==> src/common/pcmc_pkg.sv <==
// Shared constants and types of the power and clock mode controller
package pcmc_pkg;
  // Register addresses
  localparam logic [7:0] ADDR_CPU_CLOCK_CONTROL = 8'ha3;
  localparam logic [7:0] ADDR_POWER_DOWN_CONTROL = 8'ha4;
  localparam logic [7:0] ADDR_LOW_FREQ_CLOCK_CONTROL = 8'had;
  // Values after reset
  localparam logic [7:0] RST_CPU_CLOCK_CONTROL = 8'h00;
  localparam logic [7:0] RST_POWER_DOWN_CONTROL = 8'h00;
  localparam logic [7:0] RST_LOW_FREQ_CLOCK_CONTROL = 8'h07;
  // Field positions in cpu_clock_control
  localparam int CC_KEEP_XTAL_BIT = 7;
  localparam int CC_BYPASS_BIT = 6;
  localparam int CC_START_LSB = 4;
  localparam int CC_XTAL_BIT = 3;
  localparam int CC_DIV_LSB = 0;
  // Field positions in low_freq_clock_control
  localparam int LF_PHASE_BIT = 7;
  localparam int LF_READY_BIT = 6;
  localparam int LF_SEL_LSB = 0;
  // Field positions in power_down_control
  localparam int PD_PIN_BIT = 7;
  localparam int PD_TICK_BIT = 6;
  localparam int PD_COMP_BIT = 5;
  localparam int PD_MODE_LSB = 0;
  // Fast oscillator start codes
  localparam logic [1:0] START_BOTH = 2'h0;
  localparam logic [1:0] START_RC_ONLY = 2'h1;
  localparam logic [1:0] START_XTAL_ONLY = 2'h2;
  localparam logic [1:0] START_RESERVED = 2'h3;
  // Power down mode codes
  localparam logic [2:0] MODE_NONE = 3'h0;
  localparam logic [2:0] MODE_DEEP_SLEEP = 3'h1;
  localparam logic [2:0] MODE_MEMRET_OFF = 3'h2;
  localparam logic [2:0] MODE_MEMRET_ON = 3'h3;
  localparam logic [2:0] MODE_REGRET = 3'h4;
  localparam logic [2:0] MODE_RSVD_A = 3'h5;
  localparam logic [2:0] MODE_RSVD_B = 3'h6;
  localparam logic [2:0] MODE_STANDBY = 3'h7;
  // Low frequency clock sources
  localparam logic [2:0] LF_SLOW_XTAL = 3'h0;
  localparam logic [2:0] LF_SLOW_RC = 3'h1;
  localparam logic [2:0] LF_SYNTH = 3'h2;
  localparam logic [2:0] LF_PIN_ANALOG = 3'h3;
  localparam logic [2:0] LF_PIN_DIGITAL = 3'h4;
  localparam logic [2:0] LF_NONE = 3'h7;
  // Sequencer states
  typedef enum logic [2:0] {
    ST_ACTIVE = 3'b001,
    ST_SLEEP  = 3'b010,
    ST_WAKE   = 3'b100
  } pcmc_state_t;
endpackage

==> src/verilog/pcmc_sync3.sv <==
// Three-stage input synchroniser with agreement filter
`timescale 1ns/100ps
module pcmc_sync3 #(
  parameter int WIDTH = 1
) (
  // Clock and reset
  input  wire logic             core_clk,
  input  wire logic             nrst,
  // Asynchronous input and filtered output
  input  wire logic [WIDTH-1:0] async_in,
  output logic      [WIDTH-1:0] sync_out
);
  logic [WIDTH-1:0] stage1;
  logic [WIDTH-1:0] stage2;
  logic [WIDTH-1:0] stage3;
  logic [WIDTH-1:0] next_sync_out;

  if (WIDTH < 1) begin : g_bad_width
    $error("pcmc_sync3 needs WIDTH of at least one");
  end

  // Output follows only where the second and third stages agree
  always_comb begin
    for (int i = 0; i < WIDTH; i++) begin
      next_sync_out[i] = (stage2[i] == stage3[i]) ? stage3[i] : sync_out[i];
    end
  end

  always_ff @(posedge core_clk) begin
    if (!nrst) begin
      stage1   <= '0;
      stage2   <= '0;
      stage3   <= '0;
      sync_out <= '0;
    end else begin
      stage1   <= async_in;
      stage2   <= stage1;
      stage3   <= stage2;
      sync_out <= next_sync_out;
    end
  end
endmodule

==> src/verilog/pcmc_ctrl.sv <==
// Power and clock mode controller with three special registers
//
// Decided for this implementation: the plain strobed port.
`timescale 1ns/100ps
module pcmc_ctrl (
  // Clock and reset
  input  wire logic       core_clk,
  input  wire logic       nrst,
  // Register port
  input  wire logic [7:0] reg_addr,
  input  wire logic [7:0] reg_wdata,
  input  wire logic       reg_wr,
  input  wire logic       reg_rd,
  output logic      [7:0] reg_rdata,
  // Oscillator and clock status from outside the domain
  input  wire logic       fast_crystal_ready,
  input  wire logic       low_freq_clock,
  input  wire logic       low_freq_ready,
  // Wakeup sources from outside the domain
  input  wire logic       wake_pin,
  input  wire logic       wake_tick,
  input  wire logic       wake_comp,
  // Fast oscillator control
  output logic            fast_rc_osc_en,
  output logic            fast_crystal_osc_en,
  output logic            clk_from_crystal,
  output logic            clk_from_pin,
  output logic      [2:0] clk_div_sel,
  // Low frequency clock control
  output logic            slow_crystal_osc_en,
  output logic            slow_rc_osc_en,
  output logic            lf_synth_en,
  output logic      [2:0] lf_source_sel,
  // System control
  output logic            processor_clock_run,
  output logic      [2:0] power_mode,
  output logic            system_reset_req,
  output logic            crystal_ready_irq
);
  logic [4:0] async_bus;
  logic [4:0] sync_bus;
  logic       xtal_ready_s;
  logic       lf_phase_s;
  logic       lf_ready_s;
  logic       pin_s;
  logic       tick_s;
  logic       comp_s;

  assign async_bus = {fast_crystal_ready, low_freq_clock, low_freq_ready, wake_pin, wake_tick};

  pcmc_sync3 #(.WIDTH(5)) u_sync (
    .core_clk (core_clk),
    .nrst     (nrst),
    .async_in (async_bus),
    .sync_out (sync_bus)
  );

  pcmc_sync3 #(.WIDTH(1)) u_sync_comp (
    .core_clk (core_clk),
    .nrst     (nrst),
    .async_in (wake_comp),
    .sync_out (comp_s)
  );

  assign {xtal_ready_s, lf_phase_s, lf_ready_s, pin_s, tick_s} = sync_bus;

  // Mode classes used in several places
  function automatic logic mode_valid(input logic [2:0] code);
    return (code != pcmc_pkg::MODE_NONE) && (code != pcmc_pkg::MODE_RSVD_A) && (code != pcmc_pkg::MODE_RSVD_B);
  endfunction

  function automatic logic mode_xtal_off(input logic [2:0] code);
    return (code == pcmc_pkg::MODE_DEEP_SLEEP) || (code == pcmc_pkg::MODE_MEMRET_OFF)
        || (code == pcmc_pkg::MODE_MEMRET_ON);
  endfunction

  function automatic logic mode_timers(input logic [2:0] code);
    return (code == pcmc_pkg::MODE_MEMRET_ON) || (code == pcmc_pkg::MODE_REGRET)
        || (code == pcmc_pkg::MODE_STANDBY);
  endfunction

  // Control state
  localparam pcmc_pkg::pcmc_state_t ST_ACTIVE = pcmc_pkg::ST_ACTIVE;
  localparam pcmc_pkg::pcmc_state_t ST_SLEEP  = pcmc_pkg::ST_SLEEP;
  localparam pcmc_pkg::pcmc_state_t ST_WAKE   = pcmc_pkg::ST_WAKE;
  pcmc_pkg::pcmc_state_t state;
  pcmc_pkg::pcmc_state_t next_state;
  logic       keep_xtal;
  logic       next_keep_xtal;
  logic       bypass;
  logic       next_bypass;
  logic [1:0] osc_start;
  logic [1:0] next_osc_start;
  logic       xtal_irq_en;
  logic       next_xtal_irq_en;
  logic [2:0] div_sel;
  logic [2:0] next_div_sel;
  logic [2:0] lf_sel;
  logic [2:0] next_lf_sel;
  logic [2:0] cause;
  logic [2:0] next_cause;
  logic [2:0] prev_mode;
  logic [2:0] next_prev_mode;
  logic [2:0] cur_mode;
  logic [2:0] next_cur_mode;
  logic       xtal_was_active;
  logic [7:0] next_reg_rdata;
  logic       next_system_reset_req;
  logic       next_crystal_ready_irq;

  logic       wr_cc;
  logic       wr_pd;
  logic       wr_lf;
  logic       rd_pd;
  logic       xtal_active;
  logic       xtal_rise;
  logic       wake_ev;
  logic       sleeping;

  assign wr_cc    = reg_wr && (reg_addr == pcmc_pkg::ADDR_CPU_CLOCK_CONTROL);
  assign wr_pd    = reg_wr && (reg_addr == pcmc_pkg::ADDR_POWER_DOWN_CONTROL);
  assign wr_lf    = reg_wr && (reg_addr == pcmc_pkg::ADDR_LOW_FREQ_CLOCK_CONTROL);
  assign rd_pd    = reg_rd && (reg_addr == pcmc_pkg::ADDR_POWER_DOWN_CONTROL);
  assign sleeping = (state == ST_SLEEP);
  // Crystal sources the clock once started and ready; RC covers the gap unless the start code is crystal-only
  assign xtal_active = (osc_start != pcmc_pkg::START_RC_ONLY) && fast_crystal_osc_en && xtal_ready_s;
  assign xtal_rise   = xtal_active && !xtal_was_active;
  assign wake_ev = pin_s || (mode_timers(cur_mode) && (tick_s || comp_s))
                || ((cur_mode == pcmc_pkg::MODE_STANDBY) && xtal_irq_en && xtal_rise);

  always_comb begin
    next_state            = state;
    next_keep_xtal        = keep_xtal;
    next_bypass           = bypass;
    next_osc_start        = osc_start;
    next_xtal_irq_en      = xtal_irq_en;
    next_div_sel          = div_sel;
    next_lf_sel           = lf_sel;
    next_cause            = cause;
    next_prev_mode        = prev_mode;
    next_cur_mode         = cur_mode;
    next_system_reset_req = 1'b0;
    next_crystal_ready_irq = xtal_irq_en && xtal_rise;
    // Whole-value writes except a reserved start code; bit 3 written means interrupt enable, read means source
    if (wr_cc) begin
      next_keep_xtal   = reg_wdata[pcmc_pkg::CC_KEEP_XTAL_BIT];
      next_bypass      = reg_wdata[pcmc_pkg::CC_BYPASS_BIT];
      next_xtal_irq_en = reg_wdata[pcmc_pkg::CC_XTAL_BIT];
      next_div_sel     = reg_wdata[pcmc_pkg::CC_DIV_LSB +: 3];
      if (reg_wdata[pcmc_pkg::CC_START_LSB +: 2] != pcmc_pkg::START_RESERVED) begin
        next_osc_start = reg_wdata[pcmc_pkg::CC_START_LSB +: 2];
      end
    end
    if (wr_lf) begin
      next_lf_sel = reg_wdata[pcmc_pkg::LF_SEL_LSB +: 3];
    end
    if (rd_pd) begin
      next_cause = 3'h0;
    end
    unique case (state)
      ST_ACTIVE: begin
        if (wr_pd && mode_valid(reg_wdata[pcmc_pkg::PD_MODE_LSB +: 3])) begin
          next_cur_mode = reg_wdata[pcmc_pkg::PD_MODE_LSB +: 3];
          next_cause    = 3'h0;
          next_state    = ST_SLEEP;
        end
      end
      ST_SLEEP: begin
        if (wake_ev) begin
          // Set wins over a read clear in the same cycle
          next_cause[2] = cause[2] || pin_s;
          next_cause[1] = cause[1] || (mode_timers(cur_mode) && tick_s);
          next_cause[0] = cause[0] || (mode_timers(cur_mode) && comp_s);
          next_prev_mode = cur_mode;
          next_state     = ST_WAKE;
        end
      end
      ST_WAKE: begin
        if ((lf_sel == pcmc_pkg::LF_NONE) || lf_ready_s) begin
          next_system_reset_req = mode_xtal_off(cur_mode);
          next_cur_mode         = pcmc_pkg::MODE_NONE;
          next_state            = ST_ACTIVE;
        end
      end
    endcase
    next_reg_rdata = 8'h00;
    if (reg_rd) begin
      unique case (reg_addr)
        pcmc_pkg::ADDR_CPU_CLOCK_CONTROL: begin
          next_reg_rdata = {keep_xtal, bypass, osc_start, xtal_active, div_sel};
        end
        pcmc_pkg::ADDR_POWER_DOWN_CONTROL: begin
          next_reg_rdata = {cause, 2'h0, prev_mode};
        end
        pcmc_pkg::ADDR_LOW_FREQ_CLOCK_CONTROL: begin
          next_reg_rdata = {lf_phase_s, lf_ready_s, 3'h0, lf_sel};
        end
        default: begin
          next_reg_rdata = 8'h00;
        end
      endcase
    end
  end

  always_ff @(posedge core_clk) begin
    if (!nrst) begin
      state             <= ST_ACTIVE;
      keep_xtal         <= pcmc_pkg::RST_CPU_CLOCK_CONTROL[pcmc_pkg::CC_KEEP_XTAL_BIT];
      bypass            <= pcmc_pkg::RST_CPU_CLOCK_CONTROL[pcmc_pkg::CC_BYPASS_BIT];
      osc_start         <= pcmc_pkg::RST_CPU_CLOCK_CONTROL[pcmc_pkg::CC_START_LSB +: 2];
      xtal_irq_en       <= pcmc_pkg::RST_CPU_CLOCK_CONTROL[pcmc_pkg::CC_XTAL_BIT];
      div_sel           <= pcmc_pkg::RST_CPU_CLOCK_CONTROL[pcmc_pkg::CC_DIV_LSB +: 3];
      lf_sel            <= pcmc_pkg::RST_LOW_FREQ_CLOCK_CONTROL[pcmc_pkg::LF_SEL_LSB +: 3];
      cause             <= pcmc_pkg::RST_POWER_DOWN_CONTROL[pcmc_pkg::PD_COMP_BIT +: 3];
      prev_mode         <= pcmc_pkg::RST_POWER_DOWN_CONTROL[pcmc_pkg::PD_MODE_LSB +: 3];
      cur_mode          <= pcmc_pkg::MODE_NONE;
      xtal_was_active   <= 1'b0;
      reg_rdata         <= 8'h00;
      system_reset_req  <= 1'b0;
      crystal_ready_irq <= 1'b0;
    end else begin
      state             <= next_state;
      keep_xtal         <= next_keep_xtal;
      bypass            <= next_bypass;
      osc_start         <= next_osc_start;
      xtal_irq_en       <= next_xtal_irq_en;
      div_sel           <= next_div_sel;
      lf_sel            <= next_lf_sel;
      cause             <= next_cause;
      prev_mode         <= next_prev_mode;
      cur_mode          <= next_cur_mode;
      xtal_was_active   <= xtal_active;
      reg_rdata         <= next_reg_rdata;
      system_reset_req  <= next_system_reset_req;
      crystal_ready_irq <= next_crystal_ready_irq;
    end
  end

  // Clock and oscillator outputs
  logic       next_fast_rc_osc_en;
  logic       next_fast_crystal_osc_en;
  logic       next_slow_crystal_osc_en;
  logic       next_slow_rc_osc_en;
  logic       next_lf_synth_en;
  logic       lf_off;

  always_comb begin
    lf_off = sleeping && (cur_mode == pcmc_pkg::MODE_DEEP_SLEEP || cur_mode == pcmc_pkg::MODE_MEMRET_OFF);
    next_fast_rc_osc_en = (osc_start != pcmc_pkg::START_XTAL_ONLY) && !sleeping;
    next_fast_crystal_osc_en = (osc_start != pcmc_pkg::START_RC_ONLY)
        && (!sleeping || (cur_mode == pcmc_pkg::MODE_STANDBY)
            || ((cur_mode == pcmc_pkg::MODE_REGRET) && keep_xtal));
    next_slow_crystal_osc_en = (lf_sel == pcmc_pkg::LF_SLOW_XTAL) && !lf_off;
    next_slow_rc_osc_en      = (lf_sel == pcmc_pkg::LF_SLOW_RC) && !lf_off;
    next_lf_synth_en = (lf_sel == pcmc_pkg::LF_SYNTH) && xtal_active
        && !(sleeping && mode_xtal_off(cur_mode));
  end

  always_ff @(posedge core_clk) begin
    if (!nrst) begin
      fast_rc_osc_en      <= 1'b0;
      fast_crystal_osc_en <= 1'b0;
      clk_from_crystal    <= 1'b0;
      clk_from_pin        <= 1'b0;
      clk_div_sel         <= 3'h0;
      slow_crystal_osc_en <= 1'b0;
      slow_rc_osc_en      <= 1'b0;
      lf_synth_en         <= 1'b0;
      lf_source_sel       <= pcmc_pkg::LF_NONE;
      processor_clock_run <= 1'b0;
      power_mode          <= pcmc_pkg::MODE_NONE;
    end else begin
      fast_rc_osc_en      <= next_fast_rc_osc_en;
      fast_crystal_osc_en <= next_fast_crystal_osc_en;
      clk_from_crystal    <= xtal_active;
      clk_from_pin        <= bypass;
      clk_div_sel         <= div_sel;
      slow_crystal_osc_en <= next_slow_crystal_osc_en;
      slow_rc_osc_en      <= next_slow_rc_osc_en;
      lf_synth_en         <= next_lf_synth_en;
      lf_source_sel       <= lf_sel;
      processor_clock_run <= (state == ST_ACTIVE);
      power_mode          <= cur_mode;
    end
  end
endmodule

==> config.mk <==
export PLATFORM = sky130hd
export DESIGN_NAME = pcmc_ctrl
export DESIGN_NICKNAME = d
export VERILOG_FILES = /design/src/common/pcmc_pkg.sv /design/src/verilog/pcmc_sync3.sv /design/src/verilog/pcmc_ctrl.sv
export SDC_FILE = /design/constraint.sdc
export NUM_CORES = 1
export LEC_CHECK = 0
export BUFFER_PORTS_ARGS = -buffer_cell sky130_fd_sc_hd__buf_2
export CORE_MARGIN = 5
export CORE_UTILIZATION = 55
export DETAILED_ROUTE_END_ITERATION = 6
export PLACE_DENSITY = 0.83
export SYNTH_ARGS = -nofsm -noshare
export SYNTH_HDL_FRONTEND = slang
export SYNTH_SLANG_ARGS = --single-unit
==> constraint.sdc <==
create_clock -name core_clk -period 2.2 [get_ports core_clk]
set_input_delay 0 -clock core_clk [delete_from_list [all_inputs] [get_ports core_clk]]
set_output_delay 0 -clock core_clk [all_outputs]
set_load 0.03 [all_outputs]
# --- Word-level counts from Yosys, hierarchy flattened ---
# Cells that the tools add are included.
totals:
  regBits: 74
  in_bits: 26
  out_inout_bits: 27
  wordCells: 127
classes:
  n_eq_ne: 28
  muxes: 12
  n_reduce_logical: 51
ops:
  columns: ["cell", "count"]
  rows:
  - ["$logic_and A1 B1 Y1", 25]
  - ["$eq A8 B8 Y1 const B", 3]
  - ["$mux W3", 8]
  - ["$pmux W8 S3", 1]
  - ["$logic_or A1 B1 Y1", 13]
  - ["$eq A3 B2 Y1 const B", 4]
  - ["$eq A3 B3 Y1 const B", 4]
  - ["$pmux W3 S2", 2]
  - ["$ne A2 B2 Y1 const B", 5]
  - ["$eq A3 B1 Y1 const B", 3]
  - ["$pmux W3 S3", 1]
  - ["$reduce_and A3 Y1", 3]
  - ["$eq A1 B1 Y1", 6]
  - ["$ne A3 B3 Y1 const B", 2]
  - ["$reduce_and A2 Y1", 3]
  - ["$logic_not A1 Y1", 4]
  - ["$logic_not A3 Y1", 1]
  - ["$reduce_bool A3 Y1", 1]
  - ["$ne A2 B1 Y1 const B", 1]
  - ["$reduce_bool A2 Y1", 1]

# --- Logic depth before layout (Yosys ltp) ---
depth:
  word_depth: 8
  mapped_depth: 5
  mapped_depth_nobuf: 4

# --- Hierarchy ---
# Synthesis repeated with hierarchy kept, for this count alone.
unflattened:
  cells_unflattened: 267
  hier_area_um2: 2717.6
modules_own_cells:
  columns: ["module", "instances", "cells_each", "area_each_um2", "seq_area_each_um2"]
  rows:
  - ["pcmc_ctrl", 1, 205, 1994.4, 1001.0]
  - ["pcmc_sync3 (u_sync)", 1, 52, 606.8, 400.4]
  - ["pcmc_sync3 (u_sync_comp)", 1, 10, 116.4, 80.1]

# --- Least setup slack after synthesis ---
# No wires, ideal clock.
synth_path:
  kind: "register to register"
  from: "register, netlist name clk_from_crystal"
  to: "register state[1]"
  setup_ns: 0.092
  t_arrival_ns: 1.424
  required_time_ns: 2.108
  slack_ns: 0.684
  path_stages_with_launch: 5
  n_path_buf: 0
  period_less_slack_ns: 1.516
  cell_sequence: "dfxtp_1 -> and4b_1 -> a41o_1 -> a21o_2 -> nor4bb_1"
synth_rtl:
  columns: ["item", "line", "source"]
  rows:
  - ["end signal, assigned", "pcmc_ctrl.sv:222", "state <= next_state;"]
  - ["end, declared", "pcmc_ctrl.sv:86", "pcmc_pkg::pcmc_state_t state;"]

# --- Worst setup path in the final report ---
layout_path:
  from: "input reg_addr[4]"
  to: "register bypass"
layout_via:
  elab_chain_len: 2
layout_lines:
  columns: ["item", "line", "source"]
  rows:
  - ["start, declared", "pcmc_ctrl.sv:10", "input wire logic [7:0] reg_addr,"]
  - ["$eq A8 B8 Y1", "pcmc_ctrl.sv:120", "assign wr_cc = reg_wr && (reg_addr == pcmc_pkg::ADDR_CPU_CLOCK_CONTROL);"]
  - ["$logic_and A1 B1 Y1", "pcmc_ctrl.sv:120", null]
  - ["end signal, assigned", "pcmc_ctrl.sv:209", "bypass <= pcmc_pkg::RST_CPU_CLOCK_CONTROL[pcmc_pkg::CC_BYPASS_BIT];"]
  - ["end signal, assigned", "pcmc_ctrl.sv:224", "bypass <= next_bypass;"]
  - ["end, declared", "pcmc_ctrl.sv:90", "logic bypass;"]
# No other way between the ends.
# A chain may end at the register's enable or synchronous reset.

==> summary.txt <==
Outcome
  • Status: finished, final reports clean

Die
  • Die Ht: 79.8 um
  • Die X: 79.8 um
  • Row count: 25
  • Core ar.: 4720 um^2
  • Die Area: 6360 um^2
  • Initial Utilization: 0.567
  • Ports: 53

Clock tree
  • CTS max path bufs: 2
  • Clk pin slew, worst setup/hold paths: 0.07 ns
  • Cts bufs inserted: 9
  • CTS tree: yes
  • Root buffer cell: clkbuf_8
  • Clk sinks: 74
  • # H-tree levels: 3
  • Clock Latency Late Sink: 0.34 ns
  • CTS resizes: 0

Worst setup path
  • Worst setup EP type: register
  • Startpoint Class: primary input
  • Crit path required time: 2.46 ns
  • WS Path Type: in2reg
  • Crit path max fanout: 7
  • Worst Path Arrival: 1.94 ns
  • Reg2Reg Setup Slack: 0.56 ns
  • Critical Path Start: reg_addr[4]
  • Critical R2R Launch: cur_mode[2]$_SDFFE_PN0P_

Routing
  • Vias/cell: 5.33
  • 1st-iter DRT viols: 224
  • Post-DRT Antenna Nets: 0
  • Drt pass-1 iters: 4
  • DR vias: 2185
  • # DRC: 0
  • Drt total wl: 5940 um
  • Routed len/inst: 14.5 um

Global route
  • Grt ovf: 0
  • Antenna violations before repair: 0
  • First-pass GRT wire length: 9730 um
  • Largest net degree at the start of global routing: 46
  • Number of global-route vias before repair: 2028
  • Overall routing resource usage: 0.202

Final layout
  • Final core occ: 0.707
  • Layout cells sized above 1: 0.233
  • Register area: 1480 um^2
  • # diodes: 0
  • Post-layout nets: 365
  • P&R area growth vs syn: 24.7%
  • Filler Cell Count: 343
  • Multi-input logic area: 1140 um^2

Synth
  • Post-Syn Nets: 289
  • Synth cell types: 49
  • Seq/Total Area, Yosys: 0.553
  • Synth Flop Type: dfxtp_1
  • Average cell area after synthesis: 10.2 um^2
  • Post-synthesis cell count: 263
  • Synth warnings: 0
  • Cell area after synthesis: 2680 um^2
  • #FFs+latches synth: 74
  • Async SR Flop Fraction: 0
  • EDFF count, synth: 0

Place
  • Input/output buffers: 52
  • Setup slack at placement: 0.598 ns
  • RePlAce Congestion: 0.875
  • DP HPWL: 4160 um

Power
  • Power Total: 2360 uW
  • Cell Pwr Density: 707 nW/um^2
  • Leakage: 0.00139 uW
  • Worst IR drop on VDD: 558 uV

Timing
  • Final WS setup: 0.516 ns
  • Worst relative slew slack: 0.596
  • Tcrit/Tclk final: 0.765
  • Min Tclk post-route: 1.68 ns
  • Endpoints failing setup: 0
  • Fin Clk Skew: 0.00775 ns
  • Least-Margin Pin Slew: 0.601 ns
  • Fin Hold WS: 0.138 ns
  • Fin. Hold Viols: 0
  • RSZ-0062 raised after global routing: false
  • Fmax: 0.594 GHz
  • Final TNS setup: 0 ns
  • Final Max Tran Viols: 0

Flow run
  • Max Cap Viol: 0

Min path
  • Hold Path Origin: nrst
  • Hold WC Path Type: in2reg
## metal layers
metal / share of wire / up-vias / global-route usage
met2: 0.46 / 79 / 0.308
met3: 0.073 / 14 / 0.0621
li1: - / 1085 / -
met4: 0.024 / 0 / 0.0963
met1: 0.44 / 1007 / 0.259
met5: 0 / - / 0
## cell usage after synthesis (5+ instances only)
master / count / area (um^2)
a21oi_1: 17 / 85.1
a22o_1: 5 / 43.8
a22oi_1: 5 / 37.5
and2_1: 25 / 156
clkbuf_1: 7 / 26.3
dfxtp_1: 74 / 1480
inv_1: 5 / 18.8
mux2i_1: 8 / 80.1
nand2_1: 24 / 90.1
nand3_1: 8 / 40.0
nor2_1: 17 / 63.8
nor3_1: 7 / 35.0
o21ai_0: 8 / 40.0
## registers in the layout, indices dropped and copies added, names as in the netlist, 3 cells and up
name	flops
cause	3
clk_div_sel	3
cur_mode	3
div_sel	3
lf_sel	3
lf_source_sel	3
power_mode	3
prev_mode	3
reg_rdata	8
state	3
u_sync.stage1	5
u_sync.stage2	5
u_sync.stage3	5
u_sync.sync_out	5
## layout make-up
cell class | instances | area share
flip-flops and latches | 74 | 0.444
multi-input cells | 175 | 0.340
inverters | 6 | 0.00675
repair buffers | 73 | 0.139
clock inverters | 4 | 0.00600
well taps | 67 | 0.0251
clock buffers | 11 | 0.0394
## stage by stage
stage,cell area [um^2],cells
final,3340,410
after global placement,3010,377
after floorplan,2680,263
after global routing,3340,410
after CTS,3340,410
after detailed placement,3010,377
## cells in the final DEF, fill, tap and decap left out, drive strengths merged, types with 7 or more instances in the layout
cell / synthesis / routed
buf: 1 / 55
a21oi: 17 / 17
dlygate4sd3: 0 / 18
dfxtp: 74 / 74
nor2: 17 / 17
nor3: 7 / 7
nand2: 24 / 24
clkbuf: 7 / 11
mux2i: 8 / 8
o21ai: 8 / 8
nand3: 8 / 8
and2: 26 / 26
## report_power, final
group	switching, uW	internal [uW]
sequential	8.76	1360
clock	450	395
combinational	77.9	67.8
total	536	1820
## path summary, 6_finish.rpt
| kind | depth (start not counted) | end |
|---|---|---|
| max | 7 | bypass$_SDFFE_PN0P_ |
| min | 3 | lf_sel[2]$_SDFFE_PN1P_ |
| max reg2reg | 4 | prev_mode[2]$_SDFFE_PN0P_ |
| min reg2reg | 1 | u_sync.stage2[2]$_SDFF_PN0_ |
## cell families after synthesis
logic type / synth area share
compound gates: 0.141
xor+xnor: 0.00654
buf+inv: 0.0224
flops: 0.553
mux: 0.0299
simple gates: 0.247
## critical path, cell delays in order
cell	delay, ns
buf_2	0.10
nand4bb_4	0.26
nor3_1	0.55
buf_4	0.26
nand3_1	0.07
dlygate4sd3_1	0.55
a21oi_1	0.14
## what timing repair did
item / in CTS / in global routing
endpoints found under the hold margin: 17 / 0
buffers inserted: 0 / 0
hold buffers: 18 / 0
Power figures use the tool's default switching activity.
